[src/common/phy_cfg_pkg.sv]
// shared constants of the phy configuration register bank
package phy_cfg_pkg;

  // ----------------------------------------------------------------
  // bus geometry
  // ----------------------------------------------------------------
  localparam int ADDR_W = 10;
  localparam int DATA_W = 32;
  localparam int ACC_W = 8;

  // ----------------------------------------------------------------
  // register indices; byte address is four times the index
  // ----------------------------------------------------------------
  localparam logic [7:0] IDX_FAST_DROP_ENERGY_THRESHOLD = 8'h2e;
  localparam logic [7:0] IDX_TEST_AND_MIRROR_CONFIG = 8'h31;
  localparam logic [7:0] IDX_MAC_INTERFACE_CONTROL = 8'h32;
  localparam logic [7:0] IDX_MAC_INTERFACE_CONTROL_TWO = 8'h33;
  localparam logic [7:0] IDX_DROP_CONTROL = 8'h30;

  // ----------------------------------------------------------------
  // threshold register layout and reset values
  // ----------------------------------------------------------------
  localparam logic [15:0] THR_RW_MASK = 16'h0777;
  localparam logic [15:0] THR_RESET = 16'h0221;
  localparam logic [2:0] FLOOR_LEVEL_DEFAULT = 3'h1;
  localparam logic [2:0] FLOOR_LEVEL_STRAPPED = 3'h2;
  localparam int FLOOR_LSB = 0;

  // ----------------------------------------------------------------
  // test and mirror register layout
  // ----------------------------------------------------------------
  localparam int TEST_FLAG_BIT = 7;
  localparam int MIRROR_BIT = 0;
  localparam int TM_SPARE_BIT = 8;
  localparam logic [15:0] TM_FIXED = 16'h0010;
  localparam logic [2:0] STRAP_MODE_NORMAL_A = 3'h3;
  localparam logic [2:0] STRAP_MODE_NORMAL_B = 3'h4;

  // ----------------------------------------------------------------
  // interface control layouts and reset values
  // ----------------------------------------------------------------
  localparam int IF_EN_BIT = 7;
  localparam int RX_MID_LSB = 5;
  localparam int TX_MID_LSB = 3;
  localparam int TX_SHIFT_BIT = 1;
  localparam int RX_SHIFT_BIT = 0;
  localparam logic [1:0] MIDLEVEL_RESET = 2'h2;
  localparam int BYPASS_BIT = 4;

  // ----------------------------------------------------------------
  // drop control register layout
  // ----------------------------------------------------------------
  localparam int SRC_ENERGY_BIT = 0;
  localparam int ENERGY_LOW_BIT = 8;
  localparam int DROP_SEEN_BIT = 9;
  localparam logic [4:0] SRC_RESET = 5'h00;

  // ----------------------------------------------------------------
  // bus responses
  // ----------------------------------------------------------------
  localparam logic [1:0] RESP_OKAY = 2'h0;
  localparam logic [1:0] RESP_SLVERR = 2'h2;

endpackage

[src/hw/phy_rgmii_fld_config_regs.sv]
// configuration register bank for fast link drop and the mac interface
//
// Notes on behaviour
// RL1 - flag energy loss below three-bit floor, default one
// RL2 - strapped fast drop starts floor at two
// RL3 - software should keep floor at one
// RL4 - test flag powers up from receive-control strap
// RL5 - software must clear test flag if strapped
// RL6 - mirror bit enables port mirroring, strap default
// RL7 - interface enable bit, package dependent default
// RL8 - receive buffer midlevel field, resets to two
// RL9 - transmit buffer midlevel field, resets to two
// RL10 - transmit clock shift select, default aligned
// RL11 - receive clock shift select, default aligned
// RL12 - bypass async buffer when set, default off
// RL13 - reserved interface bits ignore writes, read zero
// RL14 - energy loss drops link only if source enabled
// RL15 - midlevels set fill where buffer reading begins
`timescale 1ns/10ps
`default_nettype none

module phy_rgmii_fld_config_regs (
  input wire logic aclk,
  input wire logic aresetn,
  // axi4-lite slave
  input wire logic [phy_cfg_pkg::ADDR_W-1:0] s_axi_awaddr,
  input wire logic s_axi_awvalid,
  output logic s_axi_awready,
  input wire logic [phy_cfg_pkg::DATA_W-1:0] s_axi_wdata,
  input wire logic [3:0] s_axi_wstrb,
  input wire logic s_axi_wvalid,
  output logic s_axi_wready,
  output logic [1:0] s_axi_bresp,
  output logic s_axi_bvalid,
  input wire logic s_axi_bready,
  input wire logic [phy_cfg_pkg::ADDR_W-1:0] s_axi_araddr,
  input wire logic s_axi_arvalid,
  output logic s_axi_arready,
  output logic [phy_cfg_pkg::DATA_W-1:0] s_axi_rdata,
  output logic [1:0] s_axi_rresp,
  output logic s_axi_rvalid,
  input wire logic s_axi_rready,
  // straps, sampled once after reset release
  input wire logic strap_fast_link_drop,
  input wire logic [2:0] strap_rx_ctrl_mode,
  input wire logic strap_mirror,
  input wire logic strap_interface_enable,
  input wire logic package_small,
  // datapath status
  input wire logic [phy_cfg_pkg::ACC_W-1:0] energy_accumulator,
  input wire logic [1:0] rx_buffer_fill,
  input wire logic [1:0] tx_buffer_fill,
  // configuration outputs
  output logic energy_lost,
  output logic fast_link_drop,
  output logic internal_test_flag,
  output logic mirror_enable,
  output logic interface_enable,
  output logic [1:0] rx_buffer_midlevel,
  output logic [1:0] tx_buffer_midlevel,
  output logic tx_clock_shift,
  output logic rx_clock_shift,
  output logic async_buffer_bypass,
  output logic rx_read_start,
  output logic tx_read_start
);

  // ----------------------------------------------------------------
  // state
  // ----------------------------------------------------------------
  logic [15:0] thr_q;
  logic test_flag_q;
  logic mirror_q;
  logic tm_spare_q;
  logic if_en_q;
  logic [1:0] rx_mid_q;
  logic [1:0] tx_mid_q;
  logic tx_shift_q;
  logic rx_shift_q;
  logic bypass_q;
  logic [4:0] src_q;
  logic drop_seen_q;
  logic straps_pending_q;
  logic aw_held_q;
  logic [7:0] aw_idx_q;
  logic w_held_q;
  logic [15:0] wdata_q;
  logic [1:0] wstrb_q;
  logic bvalid_q;
  logic [1:0] bresp_q;
  logic rvalid_q;
  logic [31:0] rdata_q;
  logic [1:0] rresp_q;

  // ----------------------------------------------------------------
  // write decode
  // ----------------------------------------------------------------
  // a write commits once both address and data are held and no response is pending
  wire do_write = aw_held_q & w_held_q & ~bvalid_q;
  wire wr_thr = do_write & (aw_idx_q == phy_cfg_pkg::IDX_FAST_DROP_ENERGY_THRESHOLD);
  wire wr_tm = do_write & (aw_idx_q == phy_cfg_pkg::IDX_TEST_AND_MIRROR_CONFIG);
  wire wr_ctl = do_write & (aw_idx_q == phy_cfg_pkg::IDX_MAC_INTERFACE_CONTROL);
  wire wr_ctl2 = do_write & (aw_idx_q == phy_cfg_pkg::IDX_MAC_INTERFACE_CONTROL_TWO);
  wire wr_drop = do_write & (aw_idx_q == phy_cfg_pkg::IDX_DROP_CONTROL);
  wire wr_hit = wr_thr | wr_tm | wr_ctl | wr_ctl2 | wr_drop;

  // byte lane merge: only lanes 0 and 1 hold register bits
  wire [15:0] lane_mask = {{8{wstrb_q[1]}}, {8{wstrb_q[0]}}};
  wire [15:0] thr_new = (thr_q & ~(lane_mask & phy_cfg_pkg::THR_RW_MASK))
                      | (wdata_q & lane_mask & phy_cfg_pkg::THR_RW_MASK);
  wire lo_we = wstrb_q[0];
  wire hi_we = wstrb_q[1];

  // ----------------------------------------------------------------
  // strap derived power-up values
  // ----------------------------------------------------------------
  // modes 3 and 4 are the only normal ones; anything else raises the flag
  wire strap_test_flag = ~((strap_rx_ctrl_mode == phy_cfg_pkg::STRAP_MODE_NORMAL_A)
                         | (strap_rx_ctrl_mode == phy_cfg_pkg::STRAP_MODE_NORMAL_B)); // RL4
  wire strap_if_en = package_small | strap_interface_enable; // RL7
  wire [2:0] strap_floor = strap_fast_link_drop ? phy_cfg_pkg::FLOOR_LEVEL_STRAPPED
                                                : phy_cfg_pkg::FLOOR_LEVEL_DEFAULT; // RL2

  // ----------------------------------------------------------------
  // threshold register
  // ----------------------------------------------------------------
  // strap load wins over a write; the bus cannot complete one that early anyway
  always_ff @(posedge aclk) begin
    if (!aresetn) begin
      thr_q <= phy_cfg_pkg::THR_RESET; // RL1
    end else if (straps_pending_q) begin
      thr_q[2:0] <= strap_floor; // RL2
    end else if (wr_thr) begin
      thr_q <= thr_new;
    end
  end

  // ----------------------------------------------------------------
  // test and mirror register
  // ----------------------------------------------------------------
  always_ff @(posedge aclk) begin
    if (!aresetn) begin
      test_flag_q <= 1'b0;
      mirror_q <= 1'b0;
      tm_spare_q <= 1'b0;
    end else if (straps_pending_q) begin
      test_flag_q <= strap_test_flag; // RL4
      mirror_q <= strap_mirror; // RL6
    end else if (wr_tm) begin
      if (lo_we) begin
        test_flag_q <= wdata_q[phy_cfg_pkg::TEST_FLAG_BIT]; // RL5
        mirror_q <= wdata_q[phy_cfg_pkg::MIRROR_BIT]; // RL6
      end
      if (hi_we) begin
        tm_spare_q <= wdata_q[phy_cfg_pkg::TM_SPARE_BIT];
      end
    end
  end

  // ----------------------------------------------------------------
  // interface control register
  // ----------------------------------------------------------------
  // bits 15:8 and 2 are never stored, so writes to them vanish
  always_ff @(posedge aclk) begin
    if (!aresetn) begin
      if_en_q <= 1'b0;
      rx_mid_q <= phy_cfg_pkg::MIDLEVEL_RESET; // RL8
      tx_mid_q <= phy_cfg_pkg::MIDLEVEL_RESET; // RL9
      tx_shift_q <= 1'b0; // RL10
      rx_shift_q <= 1'b0; // RL11
    end else if (straps_pending_q) begin
      if_en_q <= strap_if_en; // RL7
    end else if (wr_ctl && lo_we) begin
      if_en_q <= wdata_q[phy_cfg_pkg::IF_EN_BIT]; // RL7
      rx_mid_q <= wdata_q[phy_cfg_pkg::RX_MID_LSB +: 2]; // RL8
      tx_mid_q <= wdata_q[phy_cfg_pkg::TX_MID_LSB +: 2]; // RL9
      tx_shift_q <= wdata_q[phy_cfg_pkg::TX_SHIFT_BIT]; // RL10
      rx_shift_q <= wdata_q[phy_cfg_pkg::RX_SHIFT_BIT]; // RL11
    end
  end

  // ----------------------------------------------------------------
  // second interface control and drop control
  // ----------------------------------------------------------------
  always_ff @(posedge aclk) begin
    if (!aresetn) begin
      bypass_q <= 1'b0; // RL12
      src_q <= phy_cfg_pkg::SRC_RESET;
    end else begin
      if (wr_ctl2 && lo_we) begin
        bypass_q <= wdata_q[phy_cfg_pkg::BYPASS_BIT]; // RL12
      end
      if (wr_drop && lo_we) begin
        src_q <= wdata_q[4:0]; // RL14
      end
    end
  end

  // sticky drop record; a new drop in the clearing cycle is kept
  wire drop_clear = wr_drop & hi_we & wdata_q[phy_cfg_pkg::DROP_SEEN_BIT];
  always_ff @(posedge aclk) begin
    if (!aresetn) begin
      drop_seen_q <= 1'b0;
    end else if (fast_link_drop) begin
      drop_seen_q <= 1'b1;
    end else if (drop_clear) begin
      drop_seen_q <= 1'b0;
    end
  end

  // straps are caught on the first edge after release, not inside reset
  always_ff @(posedge aclk) begin
    if (!aresetn) begin
      straps_pending_q <= 1'b1;
    end else begin
      straps_pending_q <= 1'b0;
    end
  end

  // ----------------------------------------------------------------
  // comparators
  // ----------------------------------------------------------------
  logic energy_below;
  logic rx_fill_below;
  logic tx_fill_below;

  level_compare #(.W(phy_cfg_pkg::ACC_W)) u_energy_cmp (
    .level(energy_accumulator),
    .limit({5'h00, thr_q[2:0]}),
    .below(energy_below)
  );

  level_compare #(.W(2)) u_rx_fill_cmp (
    .level(rx_buffer_fill),
    .limit(rx_mid_q),
    .below(rx_fill_below)
  );

  level_compare #(.W(2)) u_tx_fill_cmp (
    .level(tx_buffer_fill),
    .limit(tx_mid_q),
    .below(tx_fill_below)
  );

  // ----------------------------------------------------------------
  // datapath controls
  // ----------------------------------------------------------------
  assign energy_lost = energy_below; // RL1
  assign fast_link_drop = energy_below & src_q[phy_cfg_pkg::SRC_ENERGY_BIT]; // RL14
  // with the buffer bypassed there is nothing to wait for; with the interface off neither buffer starts reading
  assign rx_read_start = if_en_q & (bypass_q | ~rx_fill_below); // RL15
  assign tx_read_start = if_en_q & (bypass_q | ~tx_fill_below); // RL15
  assign internal_test_flag = test_flag_q;
  assign mirror_enable = mirror_q;
  assign interface_enable = if_en_q;
  assign rx_buffer_midlevel = rx_mid_q;
  assign tx_buffer_midlevel = tx_mid_q;
  assign tx_clock_shift = tx_shift_q;
  assign rx_clock_shift = rx_shift_q;
  assign async_buffer_bypass = bypass_q;

  // ----------------------------------------------------------------
  // read decode
  // ----------------------------------------------------------------
  wire [7:0] ar_idx = s_axi_araddr[phy_cfg_pkg::ADDR_W-1:2];
  wire [15:0] tm_word = phy_cfg_pkg::TM_FIXED
                      | {7'h00, tm_spare_q, test_flag_q, 6'h00, mirror_q};
  wire [15:0] ctl_word = {8'h00, if_en_q, rx_mid_q, tx_mid_q, 1'b0,
                          tx_shift_q, rx_shift_q}; // RL13
  wire [15:0] ctl2_word = {11'h000, bypass_q, 4'h0};
  wire [15:0] drop_word = {6'h00, drop_seen_q, energy_below, 3'h0, src_q};
  wire rd_thr = (ar_idx == phy_cfg_pkg::IDX_FAST_DROP_ENERGY_THRESHOLD);
  wire rd_tm = (ar_idx == phy_cfg_pkg::IDX_TEST_AND_MIRROR_CONFIG);
  wire rd_ctl = (ar_idx == phy_cfg_pkg::IDX_MAC_INTERFACE_CONTROL);
  wire rd_ctl2 = (ar_idx == phy_cfg_pkg::IDX_MAC_INTERFACE_CONTROL_TWO);
  wire rd_drop = (ar_idx == phy_cfg_pkg::IDX_DROP_CONTROL);
  wire rd_hit = rd_thr | rd_tm | rd_ctl | rd_ctl2 | rd_drop;
  wire [15:0] rd_word = rd_thr ? thr_q :
                        rd_tm ? tm_word :
                        rd_ctl ? ctl_word :
                        rd_ctl2 ? ctl2_word :
                        rd_drop ? drop_word : 16'h0000;

  // ----------------------------------------------------------------
  // axi write channels
  // ----------------------------------------------------------------
  assign s_axi_awready = ~aw_held_q & ~bvalid_q;
  assign s_axi_wready = ~w_held_q & ~bvalid_q;
  assign s_axi_bvalid = bvalid_q;
  assign s_axi_bresp = bresp_q;

  // address and data are taken independently, in either order
  always_ff @(posedge aclk) begin
    if (!aresetn) begin
      aw_held_q <= 1'b0;
      aw_idx_q <= 8'h00;
    end else if (s_axi_awvalid && s_axi_awready) begin
      aw_held_q <= 1'b1;
      aw_idx_q <= s_axi_awaddr[phy_cfg_pkg::ADDR_W-1:2];
    end else if (do_write) begin
      aw_held_q <= 1'b0;
    end
  end

  always_ff @(posedge aclk) begin
    if (!aresetn) begin
      w_held_q <= 1'b0;
      wdata_q <= 16'h0000;
      wstrb_q <= 2'h0;
    end else if (s_axi_wvalid && s_axi_wready) begin
      w_held_q <= 1'b1;
      wdata_q <= s_axi_wdata[15:0];
      wstrb_q <= s_axi_wstrb[1:0];
    end else if (do_write) begin
      w_held_q <= 1'b0;
    end
  end

  // unmapped addresses still complete, with a slave error
  always_ff @(posedge aclk) begin
    if (!aresetn) begin
      bvalid_q <= 1'b0;
      bresp_q <= phy_cfg_pkg::RESP_OKAY;
    end else if (do_write) begin
      bvalid_q <= 1'b1;
      bresp_q <= wr_hit ? phy_cfg_pkg::RESP_OKAY : phy_cfg_pkg::RESP_SLVERR;
    end else if (s_axi_bready) begin
      bvalid_q <= 1'b0;
    end
  end

  // ----------------------------------------------------------------
  // axi read channels
  // ----------------------------------------------------------------
  assign s_axi_arready = ~rvalid_q;
  assign s_axi_rvalid = rvalid_q;
  assign s_axi_rdata = rdata_q;
  assign s_axi_rresp = rresp_q;

  // data is captured at the address edge, so it is a snapshot of that cycle
  always_ff @(posedge aclk) begin
    if (!aresetn) begin
      rvalid_q <= 1'b0;
      rdata_q <= 32'h0000_0000;
      rresp_q <= phy_cfg_pkg::RESP_OKAY;
    end else if (s_axi_arvalid && s_axi_arready) begin
      rvalid_q <= 1'b1;
      rdata_q <= {16'h0000, rd_word};
      rresp_q <= rd_hit ? phy_cfg_pkg::RESP_OKAY : phy_cfg_pkg::RESP_SLVERR;
    end else if (s_axi_rready) begin
      rvalid_q <= 1'b0;
    end
  end

endmodule

`default_nettype wire

[src/hw/level_compare.sv]
// unsigned level comparator used for energy floor and buffer start levels
`timescale 1ns/10ps
`default_nettype none

module level_compare #(
  parameter int W = 8
) (
  input wire logic [W-1:0] level,
  input wire logic [W-1:0] limit,
  output logic below
);

  // ----------------------------------------------------------------
  // compare
  // ----------------------------------------------------------------
  // strictly below: a level equal to the limit is not a loss
  assign below = (level < limit);

endmodule

`default_nettype wire

[config.mk]
export PLATFORM = sky130hd
export DESIGN_NAME = phy_rgmii_fld_config_regs
export DESIGN_NICKNAME = d
export VERILOG_FILES = /design/src/common/phy_cfg_pkg.sv /design/src/hw/phy_rgmii_fld_config_regs.sv /design/src/hw/level_compare.sv
export SDC_FILE = /design/constraint.sdc
export NUM_CORES = 1
export LEC_CHECK = 0
export ABC_AREA = 1
export CAP_MARGIN = 30
export CORE_MARGIN = 2
export CORE_UTILIZATION = 40
export DETAILED_ROUTE_END_ITERATION = 8
export DONT_BUFFER_PORTS = 1
export PLACE_DENSITY_LB_ADDON = 0.12
export SYNTH_ARGS = -nofsm -noshare
export SYNTH_HDL_FRONTEND = slang
export SYNTH_SLANG_ARGS = --single-unit
[constraint.sdc]
create_clock -name aclk -period 2.8 [get_ports aclk]
set_input_delay 0.28 -clock aclk [delete_from_list [all_inputs] [get_ports aclk]]
set_output_delay 0.28 -clock aclk [all_outputs]
set_load 0.02 [all_outputs]
==> impl_metrics.yaml <==
outcome:
  status: "finished clean"
worst_setup_path:
  worst-endpoint-arrival_ns: 1.80
  crit_required_ns: 2.52
  critPathKind: "reg2out"
  cp_max_fo: 3
  crit_path_end_kind: "output port"
  crit_path_start_kind: "flop"
sta:
  finalCritPeriodShare: 0.7443
  timing.fmax_mhz: 479.8
  rsz0062_at_grt: "false"
  slew_violations: 0
  totalNegativeSetupSlack_ns: 0
  worst_pin_slew_ns: 0.8444
  post-route-min-period_ns: 2.084
  slew_headroom: 0.4336
  final.setup_skew_ns: 0.009829
  hold_viol_final: 0
  final_setup_violation_count: 0
pwr:
  power.density_nw_per_um2: 618.4
  power_leakage_uw: 0.001533
  peakVddDrop_v: 0.0002758
  power_uw: 2128
clock_network:
  clock_insertion_delay_worst_skew_ns: 0.34
  cts-root-buf: "sky130_fd_sc_hd__clkbuf_8"
  cts-htree-levels: 3
  clkSinkCount: 65
  cts-buffers-inserted: 9
  cts_tree: "built"
  cts_hold_repair.buffers: 0
  number_of_buffers_between_clock_root_and_the_deepest_sink: 2
  clock_transition_time_at_the_flip_flop_clock_pins_of_the_worst_setup_and_hold_paths_ns: 0.08
  post_cts.resized_instances: 0
  cts_post_setup_buffers_inserted: 0
global_routing:
  grt_pass1_vias: 2527
  globalRoute.totalOverflow: 0
  grt_first_pass_wirelength_um: 12120
  grt_start_max_net_pins: 41
  global_route_usage_over_all_layers: 0.1776
  antenna_found_initial: 0
placement:
  port-buffer-count: 0
  globalplace.congestion: 0.7832
  detailed_place_hpwl_um: 5650
floorplan:
  die_area_sq_um: 8854
  die_width_um: 94.10
  effective_utilization_at_floorplan: 0.4159
  fp.dieH_um: 94.10
  num_io_pins: 137
  core-area_sq_um: 7807
  fp-row-count: 32
route:
  route.final.wire_length_um: 7526
  drt_pass1_iterations: 4
  drtAntennaViolNets: 0
  via_count: 2648
  routedWlPerCell_um: 13.54
  drcViolationCount: 0
  drt_first_iter_violations: 97
  vias_per_cell: 4.763
min_path:
  worst_hold_path_type: "in2reg"
synthesis:
  ys_ff_latch: 65
  mappedNetlistArea_sq_um: 3247
  yosysUniqueCellTypes: 39
  ys_seq_area_frac: 0.4008
  synth_top_area_cell: "sky130_fd_sc_hd__dfxtp_1"
  post_synth.cell_area_avg_sq_um: 7.215
  post_synth_main_area_contributors: "sky130_fd_sc_hd__dfxtp_1 (40%), sky130_fd_sc_hd__nand2_1 (8.7%), sky130_fd_sc_hd__nor2_1 (8.0%), sky130_fd_sc_hd__o21ai_0 (7.1%), sky130_fd_sc_hd__inv_1 (5.8%)"
  area_share_of_the_leading_cell_type_in_the_synthesized_netlist: 0.4008
  postSynthCellCount: 450
  synth_warnings: 0
layout:
  fraction_of_final_layout_cells_sized_beyond_drive_strength_1: 0.09471
  areaGrowthSynthToFinish_pct: 6.012
  commonest_cells_after_routing_fill_and_taps_aside: "sky130_fd_sc_hd__nand2_1 (75), sky130_fd_sc_hd__nor2_1 (69), sky130_fd_sc_hd__dfxtp_1 (65)"
  mostFrequentLayoutCell: "sky130_fd_sc_hd__nand2_1"
  nNetsFinal: 535
  antenna_cells: 0
flow_run:
  timing.max_cap.violations: 0
==> final timing paths <==
check / start / end / slack [ns] / cells after the start
min reg2reg: src_q[4] / src_q[4] / 0.45 / 2
max reg2reg: s_axi_bvalid / wdata_q[9] / 0.90 / 5
max: thr_q[2] / fast_link_drop / 0.72 / 8
min: aresetn / tx_buffer_midlevel[1] / 0.04 / 1
==> cells in the mapped netlist, drive strengths merged <==
master	number
o21a	1
clkinv	3
dfxtp	65
clkbuf	6
inv	56
a211oi	3
o21ai	48
nand3	20
a21oi	35
nor3b	3
conb	1
nand2	78
nor3	6
buf	29
o211ai	6
nand4	5
and2	1
o22ai	2
or2	1
ha	4
nor2	75
o221ai	2
==> stage by stage <==
step	cell area [sq um]	utilization	worst slack, ns	instances	hold WS [ns]
6_report	3442	0.4409	0.7159	556	0.04306
5_1_grt	3442	0.4409	0.4651	556	0.01032
4_1_cts	3442	0.4409	0.6761	556	0.02134
3_5_place_dp	3223	0.4128	0.8946	540	0.3895
3_3_place_gp	3223	0.4128	0.9095	540	0.3811
2_1_floorplan	3329	-	1.222	472	0.4239
==> area by class of cell <==
type                       instances  area, sq um
timing repair buffer               1        7.507
fill                             839         4365
clock inverter                     7        95.09
tap                              102        127.6
clock buffer                       9        123.9
multi-input combinational        313         1565
inverter                          59        221.5
sequential                        65         1301
==> cells by family (layout without fill, tap and decap cells) <==
group / Yosys count / in the layout / share of synthesized area
buf+inv: 94 / 76 / 0.1426
other cells: 1 / 23 / 0.001155
flops: 65 / 65 / 0.4008
compound gates: 97 / 97 / 0.1615
fa+ha+maj: 4 / 4 / 0.01541
simple gates: 189 / 189 / 0.2786
==> routing by layer <==
metal / vias to the layer above / GRT usage / wire [um]
met4: 0 / 0.05918 / 47
met2: 95 / 0.2571 / 3102
met3: 4 / 0.05939 / 557
met1: 1144 / 0.2467 / 3819
met5: - / 0 / 0
li1: 1405 / - / -
==> critical path: stages (launching register included) <==
cell and delay (ns):
sky130_fd_sc_hd__dfxtp_1 0.31, sky130_fd_sc_hd__inv_1 0.08, sky130_fd_sc_hd__ha_1 0.18, sky130_fd_sc_hd__nor2_1 0.08, sky130_fd_sc_hd__nand2_1 0.05, sky130_fd_sc_hd__nor3_1 0.17, sky130_fd_sc_hd__and2_1 0.31, sky130_fd_sc_hd__nand2_1 0.12
sky130_fd_sc_hd__inv_1 0.17
==> power breakdown <==
group	switching [uW]	internal (uW)
logic	154	60.4
registers	63.8	971
clock network	378	501
Note: power is estimated with default switching activity, not from simulation.
